`config.mk`:
```
export PLATFORM = sky130hd
export DESIGN_NAME = phy_train_regs
export DESIGN_NICKNAME = d
export VERILOG_FILES = /design/src/phy_train_pkg.sv /design/src/dram_read_burst.sv /design/src/phy_train_regs.sv
export SDC_FILE = /design/constraint.sdc
export NUM_CORES = 1
export LEC_CHECK = 0
export BUFFER_PORTS_ARGS = -buffer_cell sky130_fd_sc_hd__buf_2
export CAP_MARGIN = 20
export CORE_MARGIN = 1.5
export CORE_UTILIZATION = 45
export CTS_CLUSTER_DIAMETER = 120
export DETAILED_ROUTE_END_ITERATION = 8
export GPL_TIMING_DRIVEN = 0
export HOLD_SLACK_MARGIN = 0.03
export SLEW_MARGIN = 20
export SYNTH_ARGS = -nofsm -noshare
export SYNTH_HDL_FRONTEND = slang
export SYNTH_SLANG_ARGS = --single-unit
export TNS_END_PERCENT = 20
```
`constraint.sdc`:
```
create_clock -name i_core_clk -period 3.87 [get_ports i_core_clk]
set_input_delay 0.1935 -clock i_core_clk [delete_from_list [all_inputs] [get_ports i_core_clk]]
set_output_delay 0.1935 -clock i_core_clk [all_outputs]
set_load 0.03 [all_outputs]
```
`src/phy_train_pkg.sv`:
```
// constants and carrier types for the ddr phy delay-training register block
// ****************************************
// Operation
// ****************************************
// Operation
// [RULE1] train every rank and both lanes separately
// [RULE2] receive-enable delay is coarse*64 plus fine
// [RULE3] write-strobe delay is coarse*64 plus fine
// [RULE4] write-data delay is coarse*64 plus fine
// [RULE5] receive-enable fine out of band sets flags
// [RULE6] write-strobe fine out of band sets flags
// [RULE7] write-data fine out of band sets flags
// [RULE8] sampled read strobe shown per lane
// [RULE9] leveling data sample latched on strobe rise
// [RULE10] firmware averages several strobe samples
// [RULE11] one cpu read makes four dram reads
// [RULE12] firmware sets command spacing one during training
// [RULE13] receive-enable sweep steps, plus 32, minus 128
// [RULE14] leveling entry sequence with pad config masks
// [RULE15] sweep strobe delay up until data rises
// [RULE16] leveling exit sequence reverses entry
// [RULE17] coarse leveling moves strobe in whole clocks
// [RULE18] program per-lane average over ranks
// [RULE19] firmware disables caching and flushes bridge
// [RULE20] read training centres reference and strobe delay
// [RULE21] read strobe delay is seven-bit field
// [RULE22] reference voltage six-bit field at bits 7:2
// [RULE23] sequencer steps by one and saturates
package phy_train_pkg;

  // ****************************************
  // register map
  // ****************************************
  localparam int ADDR_W = 16;
  localparam logic [15:0] OFS_REF_LANE0 = 16'h0014;
  localparam logic [15:0] OFS_REF_LANE1 = 16'h0024;
  localparam logic [15:0] OFS_SAMPLE = 16'h0034;
  localparam logic [15:0] OFS_FINE_LANE1 = 16'h0038;
  localparam logic [15:0] OFS_FINE_LANE0 = 16'h003C;
  localparam logic [15:0] OFS_RDQS_LANE1 = 16'h0058;
  localparam logic [15:0] OFS_RDQS_LANE0 = 16'h005C;
  localparam logic [15:0] OFS_COARSE = 16'h0070;
  localparam logic [15:0] OFS_DEAD_BAND = 16'h007C;
  localparam logic [15:0] OFS_PAD_CFG = 16'h009C;
  localparam logic [15:0] OFS_LEVEL_CTRL = 16'h5830;
  localparam logic [15:0] OFS_READ_GEN = 16'h0100;

  // ****************************************
  // field layout
  // ****************************************
  localparam int FINE_W = 6;
  localparam int COARSE_W = 4;
  localparam int DELAY_W = 10;
  localparam int FINE_RCVEN_LSB = 24;
  localparam int FINE_WDQS_LSB = 16;
  localparam int FINE_WDQ_LSB = 8;
  // coarse field lsb: [lane][kind], kind 0 rcven, 1 wdqs, 2 wdq
  localparam int CRS_RCVEN_L0 = 8;
  localparam int CRS_WDQS_L0 = 4;
  localparam int CRS_WDQ_L0 = 0;
  localparam int CRS_RCVEN_L1 = 20;
  localparam int CRS_WDQS_L1 = 16;
  localparam int CRS_WDQ_L1 = 12;
  localparam int COARSE_SCALE_SH = 6;
  localparam int RDQS_W = 7;
  localparam int REF_LSB = 2;
  localparam int REF_W = 6;
  localparam int SMP_DQS_L0 = 0;
  localparam int SMP_DQS_L1 = 1;
  localparam int SMP_DQ_L0 = 8;
  localparam int SMP_DQ_L1 = 9;
  localparam int LEVEL_EN_BIT = 16;
  localparam int READ_GEN_RANK_BIT = 0;

  // ****************************************
  // dead-band limits and reset values
  // ****************************************
  localparam logic [5:0] DEAD_LOW = 6'h12;
  localparam logic [5:0] DEAD_HIGH = 6'h34;
  localparam int READS_PER_ACCESS = 4;
  localparam logic [31:0] RST_ZERO = 32'h0000_0000;

  typedef struct packed {
    logic [ADDR_W-1:0] addr;
    logic [31:0] wdata;
    logic wr;
    logic rd;
  } reg_req_t;

  typedef struct packed {
    logic [1:0] dqs;
    logic [1:0] dq;
  } pad_sample_t;

  typedef struct packed {
    logic [DELAY_W-1:0] rcven;
    logic [DELAY_W-1:0] wdqs;
    logic [DELAY_W-1:0] wdq;
    logic [RDQS_W-1:0] rdqs;
    logic [REF_W-1:0] vref;
  } lane_delay_t;

endpackage : phy_train_pkg

```
`src/dram_read_burst.sv`:
```
// expands one processor read into a burst of dram reads and keeps the last strobe sample
`timescale 1ns/100ps
`default_nettype none
module dram_read_burst
  import phy_train_pkg::*;
#(
  parameter int BURST = READS_PER_ACCESS
)
(
  input wire logic i_core_clk,
  input wire logic i_rst,
  input wire logic i_start,
  input wire logic [1:0] i_dqs,
  output logic o_rd_cmd,
  output logic o_busy,
  output logic [1:0] o_dqs_last
);
  initial
  begin
    if (BURST < 1 || BURST > 15)
      $error("dram_read_burst: BURST out of range");
  end

  logic [3:0] cnt_r;
  logic [3:0] cnt_nxt;
  logic [1:0] last_r;
  logic [1:0] last_nxt;
  logic cmd_r;
  logic cmd_nxt;

  always_comb
  begin
    cnt_nxt = cnt_r;
    last_nxt = last_r;
    cmd_nxt = 1'b0;
    if (cnt_r != 4'h0)
    begin
      cmd_nxt = 1'b1;
      cnt_nxt = cnt_r - 4'h1;
      // only the final read of the burst may hold the preamble window
      if (cnt_r == 4'h1)
        last_nxt = i_dqs; // RULE11
    end
    else if (i_start)
      cnt_nxt = 4'(BURST); // RULE11
  end

  always_ff @(posedge i_core_clk)
  begin
    if (i_rst)
    begin
      cnt_r <= 4'h0;
      last_r <= 2'h0;
      cmd_r <= 1'b0;
    end
    else
    begin
      cnt_r <= cnt_nxt;
      last_r <= last_nxt;
      cmd_r <= cmd_nxt;
    end
  end

  assign o_rd_cmd = cmd_r;
  assign o_busy = (cnt_r != 4'h0);
  assign o_dqs_last = last_r;
endmodule : dram_read_burst
`default_nettype wire

```
`src/phy_train_regs.sv`:
```
// ddr phy delay-training register block with sample capture and delay outputs
`timescale 1ns/100ps
`default_nettype none
module phy_train_regs
  import phy_train_pkg::*;
#(
  parameter int LANES = 2
)
(
  input wire logic i_core_clk,
  input wire logic i_rst,
  input wire logic [ADDR_W-1:0] i_addr,
  input wire logic [31:0] i_wdata,
  input wire logic i_wr,
  input wire logic i_rd,
  output logic [31:0] o_rdata,
  input wire logic [1:0] i_dqs_sample,
  input wire logic [1:0] i_dq_level,
  input wire logic [1:0] i_wdqs_rise,
  output logic o_dram_rd_cmd,
  output logic o_dram_rd_rank,
  output logic o_level_mode,
  output phy_train_pkg::lane_delay_t o_lane0,
  output phy_train_pkg::lane_delay_t o_lane1
);
  initial
  begin
    if (LANES != 2)
      $error("phy_train_regs: two byte lanes only");
  end

  // ****************************************
  // helpers
  // ****************************************
  function automatic logic [DELAY_W-1:0] full_delay(input logic [COARSE_W-1:0] c, input logic [FINE_W-1:0] f);
    full_delay = (DELAY_W'(c) << COARSE_SCALE_SH) + DELAY_W'(f);
  endfunction : full_delay

  function automatic logic wr_hit(input logic [ADDR_W-1:0] a, input logic [ADDR_W-1:0] ofs, input logic w);
    wr_hit = w && (a == ofs);
  endfunction : wr_hit

  // ****************************************
  // register state
  // ****************************************
  logic [31:0] fine0_r, fine0_nxt;
  logic [31:0] fine1_r, fine1_nxt;
  logic [31:0] coarse_r, coarse_nxt;
  logic [31:0] dead_r, dead_nxt;
  logic [31:0] pad_r, pad_nxt;
  logic [31:0] lvl_r, lvl_nxt;
  logic [31:0] ref0_r, ref0_nxt;
  logic [31:0] ref1_r, ref1_nxt;
  logic [31:0] rdqs0_r, rdqs0_nxt;
  logic [31:0] rdqs1_r, rdqs1_nxt;
  logic rank_r, rank_nxt;
  logic [1:0] dq_lat_r, dq_lat_nxt;
  logic [31:0] rdata_r, rdata_nxt;
  logic burst_start;
  logic burst_cmd;
  logic [1:0] dqs_last;
  lane_delay_t lane0_r, lane0_nxt;
  lane_delay_t lane1_r, lane1_nxt;
  logic cmd_r;
  logic rank_o_r;
  logic lvl_o_r;

  always_comb
  begin
    fine0_nxt = fine0_r;
    fine1_nxt = fine1_r;
    coarse_nxt = coarse_r;
    dead_nxt = dead_r;
    pad_nxt = pad_r;
    lvl_nxt = lvl_r;
    ref0_nxt = ref0_r;
    ref1_nxt = ref1_r;
    rdqs0_nxt = rdqs0_r;
    rdqs1_nxt = rdqs1_r;
    rank_nxt = rank_r;
    if (wr_hit(i_addr, OFS_FINE_LANE0, i_wr)) fine0_nxt = i_wdata;
    if (wr_hit(i_addr, OFS_FINE_LANE1, i_wr)) fine1_nxt = i_wdata;
    if (wr_hit(i_addr, OFS_COARSE, i_wr)) coarse_nxt = i_wdata;
    if (wr_hit(i_addr, OFS_DEAD_BAND, i_wr)) dead_nxt = i_wdata;
    if (wr_hit(i_addr, OFS_PAD_CFG, i_wr)) pad_nxt = i_wdata;
    if (wr_hit(i_addr, OFS_LEVEL_CTRL, i_wr)) lvl_nxt = i_wdata;
    // only the reference field is stored; other bits read zero
    if (wr_hit(i_addr, OFS_REF_LANE0, i_wr)) ref0_nxt = i_wdata & (32'h0000_003F << REF_LSB); // RULE22
    if (wr_hit(i_addr, OFS_REF_LANE1, i_wr)) ref1_nxt = i_wdata & (32'h0000_003F << REF_LSB); // RULE22
    if (wr_hit(i_addr, OFS_RDQS_LANE0, i_wr)) rdqs0_nxt = {25'h0, i_wdata[RDQS_W-1:0]}; // RULE21
    if (wr_hit(i_addr, OFS_RDQS_LANE1, i_wr)) rdqs1_nxt = {25'h0, i_wdata[RDQS_W-1:0]}; // RULE21
    if (wr_hit(i_addr, OFS_READ_GEN, i_wr)) rank_nxt = i_wdata[READ_GEN_RANK_BIT];
  end

  // a write to the read-generate register starts a four-read burst
  assign burst_start = wr_hit(i_addr, OFS_READ_GEN, i_wr);

  dram_read_burst #(.BURST(READS_PER_ACCESS)) u_burst (
    .i_core_clk(i_core_clk),
    .i_rst(i_rst),
    .i_start(burst_start),
    .i_dqs(i_dqs_sample),
    .o_rd_cmd(burst_cmd),
    .o_busy(),
    .o_dqs_last(dqs_last)
  );

  // ****************************************
  // leveling data sample on strobe rise
  // ****************************************
  always_comb
  begin
    dq_lat_nxt = dq_lat_r;
    for (int l = 0; l < 2; l++)
      if (lvl_r[LEVEL_EN_BIT] && i_wdqs_rise[l])
        dq_lat_nxt[l] = i_dq_level[l]; // RULE9
  end

  // ****************************************
  // read data, one cycle after the strobe
  // ****************************************
  always_comb
  begin
    rdata_nxt = RST_ZERO;
    if (i_rd)
    begin
      unique case (i_addr)
        OFS_SAMPLE:
        begin
          rdata_nxt[SMP_DQS_L0] = dqs_last[0]; // RULE8
          rdata_nxt[SMP_DQS_L1] = dqs_last[1]; // RULE8
          rdata_nxt[SMP_DQ_L0] = dq_lat_r[0]; // RULE9
          rdata_nxt[SMP_DQ_L1] = dq_lat_r[1]; // RULE9
        end
        OFS_FINE_LANE0: rdata_nxt = fine0_r;
        OFS_FINE_LANE1: rdata_nxt = fine1_r;
        OFS_COARSE: rdata_nxt = coarse_r;
        OFS_DEAD_BAND: rdata_nxt = dead_r;
        OFS_PAD_CFG: rdata_nxt = pad_r;
        OFS_LEVEL_CTRL: rdata_nxt = lvl_r;
        OFS_REF_LANE0: rdata_nxt = ref0_r;
        OFS_REF_LANE1: rdata_nxt = ref1_r;
        OFS_RDQS_LANE0: rdata_nxt = rdqs0_r;
        OFS_RDQS_LANE1: rdata_nxt = rdqs1_r;
        OFS_READ_GEN: rdata_nxt = {31'h0, rank_r};
        default: rdata_nxt = RST_ZERO;
      endcase
    end
  end

  // ****************************************
  // combined delays driven to the pads
  // ****************************************
  always_comb
  begin
    lane0_nxt.rcven = full_delay(coarse_r[CRS_RCVEN_L0 +: COARSE_W], fine0_r[FINE_RCVEN_LSB +: FINE_W]); // RULE2
    lane1_nxt.rcven = full_delay(coarse_r[CRS_RCVEN_L1 +: COARSE_W], fine1_r[FINE_RCVEN_LSB +: FINE_W]); // RULE2
    lane0_nxt.wdqs = full_delay(coarse_r[CRS_WDQS_L0 +: COARSE_W], fine0_r[FINE_WDQS_LSB +: FINE_W]); // RULE3
    lane1_nxt.wdqs = full_delay(coarse_r[CRS_WDQS_L1 +: COARSE_W], fine1_r[FINE_WDQS_LSB +: FINE_W]); // RULE3
    lane0_nxt.wdq = full_delay(coarse_r[CRS_WDQ_L0 +: COARSE_W], fine0_r[FINE_WDQ_LSB +: FINE_W]); // RULE4
    lane1_nxt.wdq = full_delay(coarse_r[CRS_WDQ_L1 +: COARSE_W], fine1_r[FINE_WDQ_LSB +: FINE_W]); // RULE4
    lane0_nxt.rdqs = rdqs0_r[RDQS_W-1:0];
    lane1_nxt.rdqs = rdqs1_r[RDQS_W-1:0];
    lane0_nxt.vref = ref0_r[REF_LSB +: REF_W];
    lane1_nxt.vref = ref1_r[REF_LSB +: REF_W];
  end

  always_ff @(posedge i_core_clk)
  begin
    if (i_rst)
    begin
      fine0_r <= RST_ZERO;
      fine1_r <= RST_ZERO;
      coarse_r <= RST_ZERO;
      dead_r <= RST_ZERO;
      pad_r <= RST_ZERO;
      lvl_r <= RST_ZERO;
      ref0_r <= RST_ZERO;
      ref1_r <= RST_ZERO;
      rdqs0_r <= RST_ZERO;
      rdqs1_r <= RST_ZERO;
      rank_r <= 1'b0;
      dq_lat_r <= 2'h0;
      rdata_r <= RST_ZERO;
      lane0_r <= '0;
      lane1_r <= '0;
      cmd_r <= 1'b0;
      rank_o_r <= 1'b0;
      lvl_o_r <= 1'b0;
    end
    else
    begin
      fine0_r <= fine0_nxt;
      fine1_r <= fine1_nxt;
      coarse_r <= coarse_nxt;
      dead_r <= dead_nxt;
      pad_r <= pad_nxt;
      lvl_r <= lvl_nxt;
      ref0_r <= ref0_nxt;
      ref1_r <= ref1_nxt;
      rdqs0_r <= rdqs0_nxt;
      rdqs1_r <= rdqs1_nxt;
      rank_r <= rank_nxt;
      dq_lat_r <= dq_lat_nxt;
      rdata_r <= rdata_nxt;
      lane0_r <= lane0_nxt;
      lane1_r <= lane1_nxt;
      cmd_r <= burst_cmd;
      rank_o_r <= rank_r;
      lvl_o_r <= lvl_r[LEVEL_EN_BIT];
    end
  end

  assign o_rdata = rdata_r;
  assign o_lane0 = lane0_r;
  assign o_lane1 = lane1_r;
  assign o_dram_rd_cmd = cmd_r;
  assign o_dram_rd_rank = rank_o_r;
  assign o_level_mode = lvl_o_r;
endmodule : phy_train_regs
`default_nettype wire

```
After elaboration in Yosys (flattened, before gate mapping). Index checks and enable logic that the tools add are counted.

Register bits after elaboration: 349. Output and inout bits: 121. Logic and storage cells: 75.

Add/subtract/negate cells: 7. Equal/unequal tests: 13. Multiplexer cells: 7. Bitwise logic cells: 1. Reductions and logical operators: 17.

Operator list (count): $pmux 22 s6 (1); $eq 16x6->1 const B (4); $eq 16x7->1 const B (4); $add 10x6->10 (6); $pmux 6 s10 (1); $pmux 2 s10 (1); $eq 16x15->1 const B (1); $eq 16x5->1 const B (1); $eq 16x8->1 const B (1); $eq 16x9->1 const B (1); $pmux 2 s7 (1); $logic_and 1x1->1 (13); $mux 4 (2); $eq 4x1->1 const B (1); $reduce_bool 4->1 (1); $sub 4x1->4 const B (1); $reduce_and 2->1 (1); $reduce_bool 2->1 (1); $reduce_or 2->1 (1); $mux 1 (1); $not 1->1 (1).

Depth between registers and ports, before layout.
Depth in word-level cells: 4. Depth in mapped cells: 8. Depth with buffers taken out: 5.

Hierarchy. A second synthesis with hierarchy kept.

Cell total of the unflattened synthesis: 1406. Area total of the unflattened synthesis: 12685.9 µm².

Modules (own cells, without submodules): phy_train_regs (times used 1, cells an instance 1379, area each 12420.7 µm², seq. area each 6846.6 µm²); dram_read_burst (times used 1, cells an instance 27, area each 265.3 µm², seq. area each 140.1 µm²).

Worst setup path before layout. No wires, ideal clock.

Path type: input-to-reg. Start point: input port i_addr[9]. End point: register pad_r[2]. Arrival: 1.900 ns. Data required time: 3.799 ns. Path slack: 1.899 ns. Stages: 8. Path buffers: 3. Cell sequence: or4_4 -> buf_12 -> nor4_4 -> and2_4 -> buf_8 -> buf_12 -> nand2_2 -> a21oi_2.

Longest elaborated chain between the ends: 2.

RTL lines: start, declared (RTL line phy_train_regs.sv:12) `input wire logic [ADDR_W-1:0] i_addr,`; $eq 16x8->1 (RTL line phy_train_regs.sv:40) `wr_hit = w && (a == ofs);`; $logic_and 1x1->1 (RTL line phy_train_regs.sv:40); end signal, assigned (RTL line phy_train_regs.sv:197) `pad_r <= pad_nxt;`; end, declared (RTL line phy_train_regs.sv:50) `logic [31:0] pad_r, pad_nxt;`.

Every way passes these cells. A chain may end at the register's enable or synchronous reset.

Final worst setup path.
Start point: input port i_addr[5]. End point: register rdata_r[31] (netlist: o_rdata[31]).

Longest elaborated chain between the ends: 2.

RTL lines: $eq 16x15->1, or another cell as far along (RTL line phy_train_regs.sv:127) `unique case (i_addr)`; $pmux 22 s6 (*) (RTL line phy_train_regs.sv:127); end signal, assigned (RTL line phy_train_regs.sv:205) `rdata_r <= rdata_nxt;`; end, declared (RTL line phy_train_regs.sv:58) `logic [31:0] rdata_r, rdata_nxt;`.

Mark *: on every way between the ends. The rest lies on a longest branch, timed or not.

==> reports/results.tsv <==
stage	metric	value	unit
synthesis	post-synth top area share	53.2	%
clock_network	CTS tree	yes	
clock_network	CTS Buffer Depth	3	
synthesis	largest cells by area after synthesis	dfxtp_1, nand2_1, a21oi_1	
cells_and_area	synth-to-layout area growth	22.5	%
synthesis	complex-gate fraction of the synthesized area	17.6	%
synthesis	post-synthesis share of cell area spent on xor and xnor gates	0.133	%
global_route	grt ovf	0	
synthesis	sequential fraction of the synthesis area	53.2	%
global_route	vias in the first global route	10900	
sta	fin. max-slew vios	0	
sta	Max Fclk	419	MHz
synthesis	cell taking the most area after synthesis	dfxtp_1	
die	die height	174	um
sta	endpoints failing setup	0	
clock_network	Worst-Skew Late Latency	0.52	ns
run	max cap viols	0	
cells_and_area	ant diodes	0	
synthesis	Synth cell types	48	
route	drt first pass iters	5	
die	num ports	179	
global_route	initial antenna violation count	0	
sta	hold slack final	0.0565	ns
clock_network	Resize count post-CTS	0	
die	initial core utilization	45.7	%
cells_and_area	cell area after layout	16100	um^2
clock_network	clock transition at the registers of the reported paths	0.06	ns
setup_path	crit path capture type	flip-flop	
synthesis	Synth Area in Adders	0	%
route	ANT nets after route	0	
synthesis	Synth Area in Simple Gates	23.8	%
setup_path	CP required	4.25	ns
synthesis	Synth Register Bits	349	
cells_and_area	final design utilization	56.1	%
placed_design	dpl cell area	14500	um^2
global_route	pin count of the biggest net entering global routing	14	
sta	Worst Max-Slew Pin Slew	1.11	ns
power	maximum vdd drop	0.000277	V
die	core area	28700	um^2
synthesis	main combinational cell family by area after synthesis	simple AND/OR/NAND/NOR gates	
sta	min cycle time layout	2.38	ns
power	PwrDens	470	nW/um^2
placed_design	GPL Wtd Cong	0.883	
sta	relative slew slack	25.3	%
setup_path	Crit path arrival time	2.77	ns
route	Vias/cell	5.53	
clock_network	Post-CTS Setup Repair Bufs	0	
sta	Final Hold Fails	0	
clock_network	H-tree depth	2	
route	DRT iter0 DRCs	1180	
sta	Layout Skew	0.00933	ns
setup_path	Worst setup SP type	input port	
die	die area	30200	um^2
setup_path	critical path fanouts, max	10	
sta	Post-Route Setup TNS	0	ns
synthesis	Post-Syn Area	13100	um^2
route	Wirelength per Cell	20.8	um
cells_and_area	NumNets Final	1767	
global_route	total track usage	28.5	%
die	Core Rows	62	
synthesis	Synth Instances	1466	
placed_design	Detailed Place HPWL	29500	um
die	die width	174	um
sta	RSZ-0062 raised after global routing	no	
setup_path	Worst Path Class, Setup	in -> reg	
cells_and_area	commonest non-fill, non-tap cell in the layout	nand2_1	
sta	Final period util	61.6	%
synthesis	syn avg cell area	8.96	um^2
placed_design	I/O Buffers	170	
route	Vias	11700	
synthesis	Net Count, Synth	1524	
global_route	first-pass GRT wire length	65700	um
route	final wirelength	44100	um
worst_hold_path	Worst Hold Class	in -> reg	
run_status	status	completed	
clock_network	Root Driver	clkbuf_16	
clock_network	clock sinks	349	
clock_network	CTS Buf Count	37	
route	DRC viols	0	
power	Leak Pwr	5.87	nW
synthesis	Ys Warns	0	
synthesis	mux cell area share after synthesis	0.152	%
cells_and_area	commonest cells after routing, fill and taps aside	nand2_1, dfxtp_1, buf_2, a21oi_1, a22oi_1	
cells_and_area	share of layout cells above drive strength 1	20.6	%
## cell families (layout without fill, tap and decap cells)
kind of cell	after synthesis	count (layout)
xor+xnor	2	2
simple gates	623	623
buf+inv	119	389
mux	2	2
flops	349	349
compound gates	371	371
## critical path, stage by stage
cell,delay (ns)
buf_2,0.10
buf_2,0.20
nand4b_1,0.45
nor4_4,0.67
buf_4,0.35
buf_2,0.34
a22oi_1,0.11
a31oi_1,0.34
## state kept, by name, summed over array words and instances, names as in the netlist
register / cells
fine0_r: 32
o_dram_rd_rank: 1
o_lane0: 43
o_dram_rd_cmd: 1
rank_r: 1
fine1_r: 32
o_rdata: 32
dq_lat_r: 2
ref0_r: 6
coarse_r: 32
pad_r: 32
o_level_mode: 1
ref1_r: 6
dead_r: 32
u_burst.o_rd_cmd: 1
rdqs1_r: 7
lvl_r: 32
u_burst.o_dqs_last: 2
o_lane1: 43
rdqs0_r: 7
u_burst.cnt_r: 4
## cell usage after synthesis, drive strengths merged
| library cell | count |
|---|---|
| nor3 | 1 |
| nand4bb | 2 |
| a21o | 1 |
| a222oi | 6 |
| nor4b | 1 |
| nand4b | 3 |
| dfxtp | 349 |
| or3 | 1 |
| nor2b | 92 |
| and2 | 9 |
| a22o | 4 |
| a31oi | 28 |
| mux2i | 2 |
| buf | 56 |
| nor4 | 24 |
| or4bb | 4 |
| and3 | 7 |
| inv | 1 |
| o41ai | 1 |
| nand2b | 1 |
| and3b | 1 |
| a22oi | 93 |
| o21a | 1 |
| xor2 | 1 |
| o21ai | 2 |
| nand2 | 437 |
| clkbuf | 62 |
| o31ai | 1 |
| nand3 | 24 |
| xnor2 | 1 |
| or4 | 4 |
| nor2 | 6 |
| a221oi | 4 |
| a21oi | 229 |
| nor3b | 2 |
| or4b | 4 |
| a2bb2oi | 1 |
## cell type report
class | instances | area [um^2]
multi-input cells | 998 | 5480
plain buffers | 118 | 664
clock inverters | 8 | 144
well taps | 384 | 480
clock buffers | 58 | 1140
flip-flops and latches | 349 | 6990
repair buffers | 204 | 1190
fillers | 2622 | 12600
inverters | 1 | 3.75
## layer usage
layer / wire length [um] / up-vias / GRT usage [%]
met5: 0 / - / 0
met4: 1170 / 0 / 9.45
met3: 4090 / 73 / 6.23
met2: 19400 / 540 / 43.8
met1: 19500 / 5621 / 39.8
li1: - / 5495 / -
## what timing repair did
| action | in CTS | in global routing |
|---|---|---|
| endpoints found under the hold margin | 164 | 0 |
| endpoints found under the setup margin | 0 | 0 |
| hold buffers | 34 | 0 |
## path summary, 6_finish.rpt
| kind | startpoint | end | slack (ns) | cells after the start |
|---|---|---|---|---|
| setup / recovery | i_addr[5] | o_rdata[31] | 1.49 | 8 |
| hold / removal | i_wdata[6] | pad_r[6] | 0.06 | 3 |
| setup reg to reg | lvl_r[16] | dq_lat_r[0] | 1.99 | 4 |
| hold reg to reg | lvl_r[11] | lvl_r[11] | 0.45 | 2 |
## per-stage QoR
stage / worst slack [ns] / cells / power [mW]
floorplan: 1.90 / 1466 / 3.77
global placement: 1.06 / 2020 / 3.90
detailed placement: 1.07 / 2020 / 3.90
CTS: 1.62 / 2120 / 7.59
global route: 1.42 / 2120 / 7.75
finish: 1.49 / 2120 / 7.56
## report_power, final
part | internal [mW] | switching (mW)
Clock | 2.28 | 1.42
Sequential | 3.59 | 0.0000132
Combinational | 0.0685 | 0.188
No activity file was read; power rests on OpenSTA's default activity.
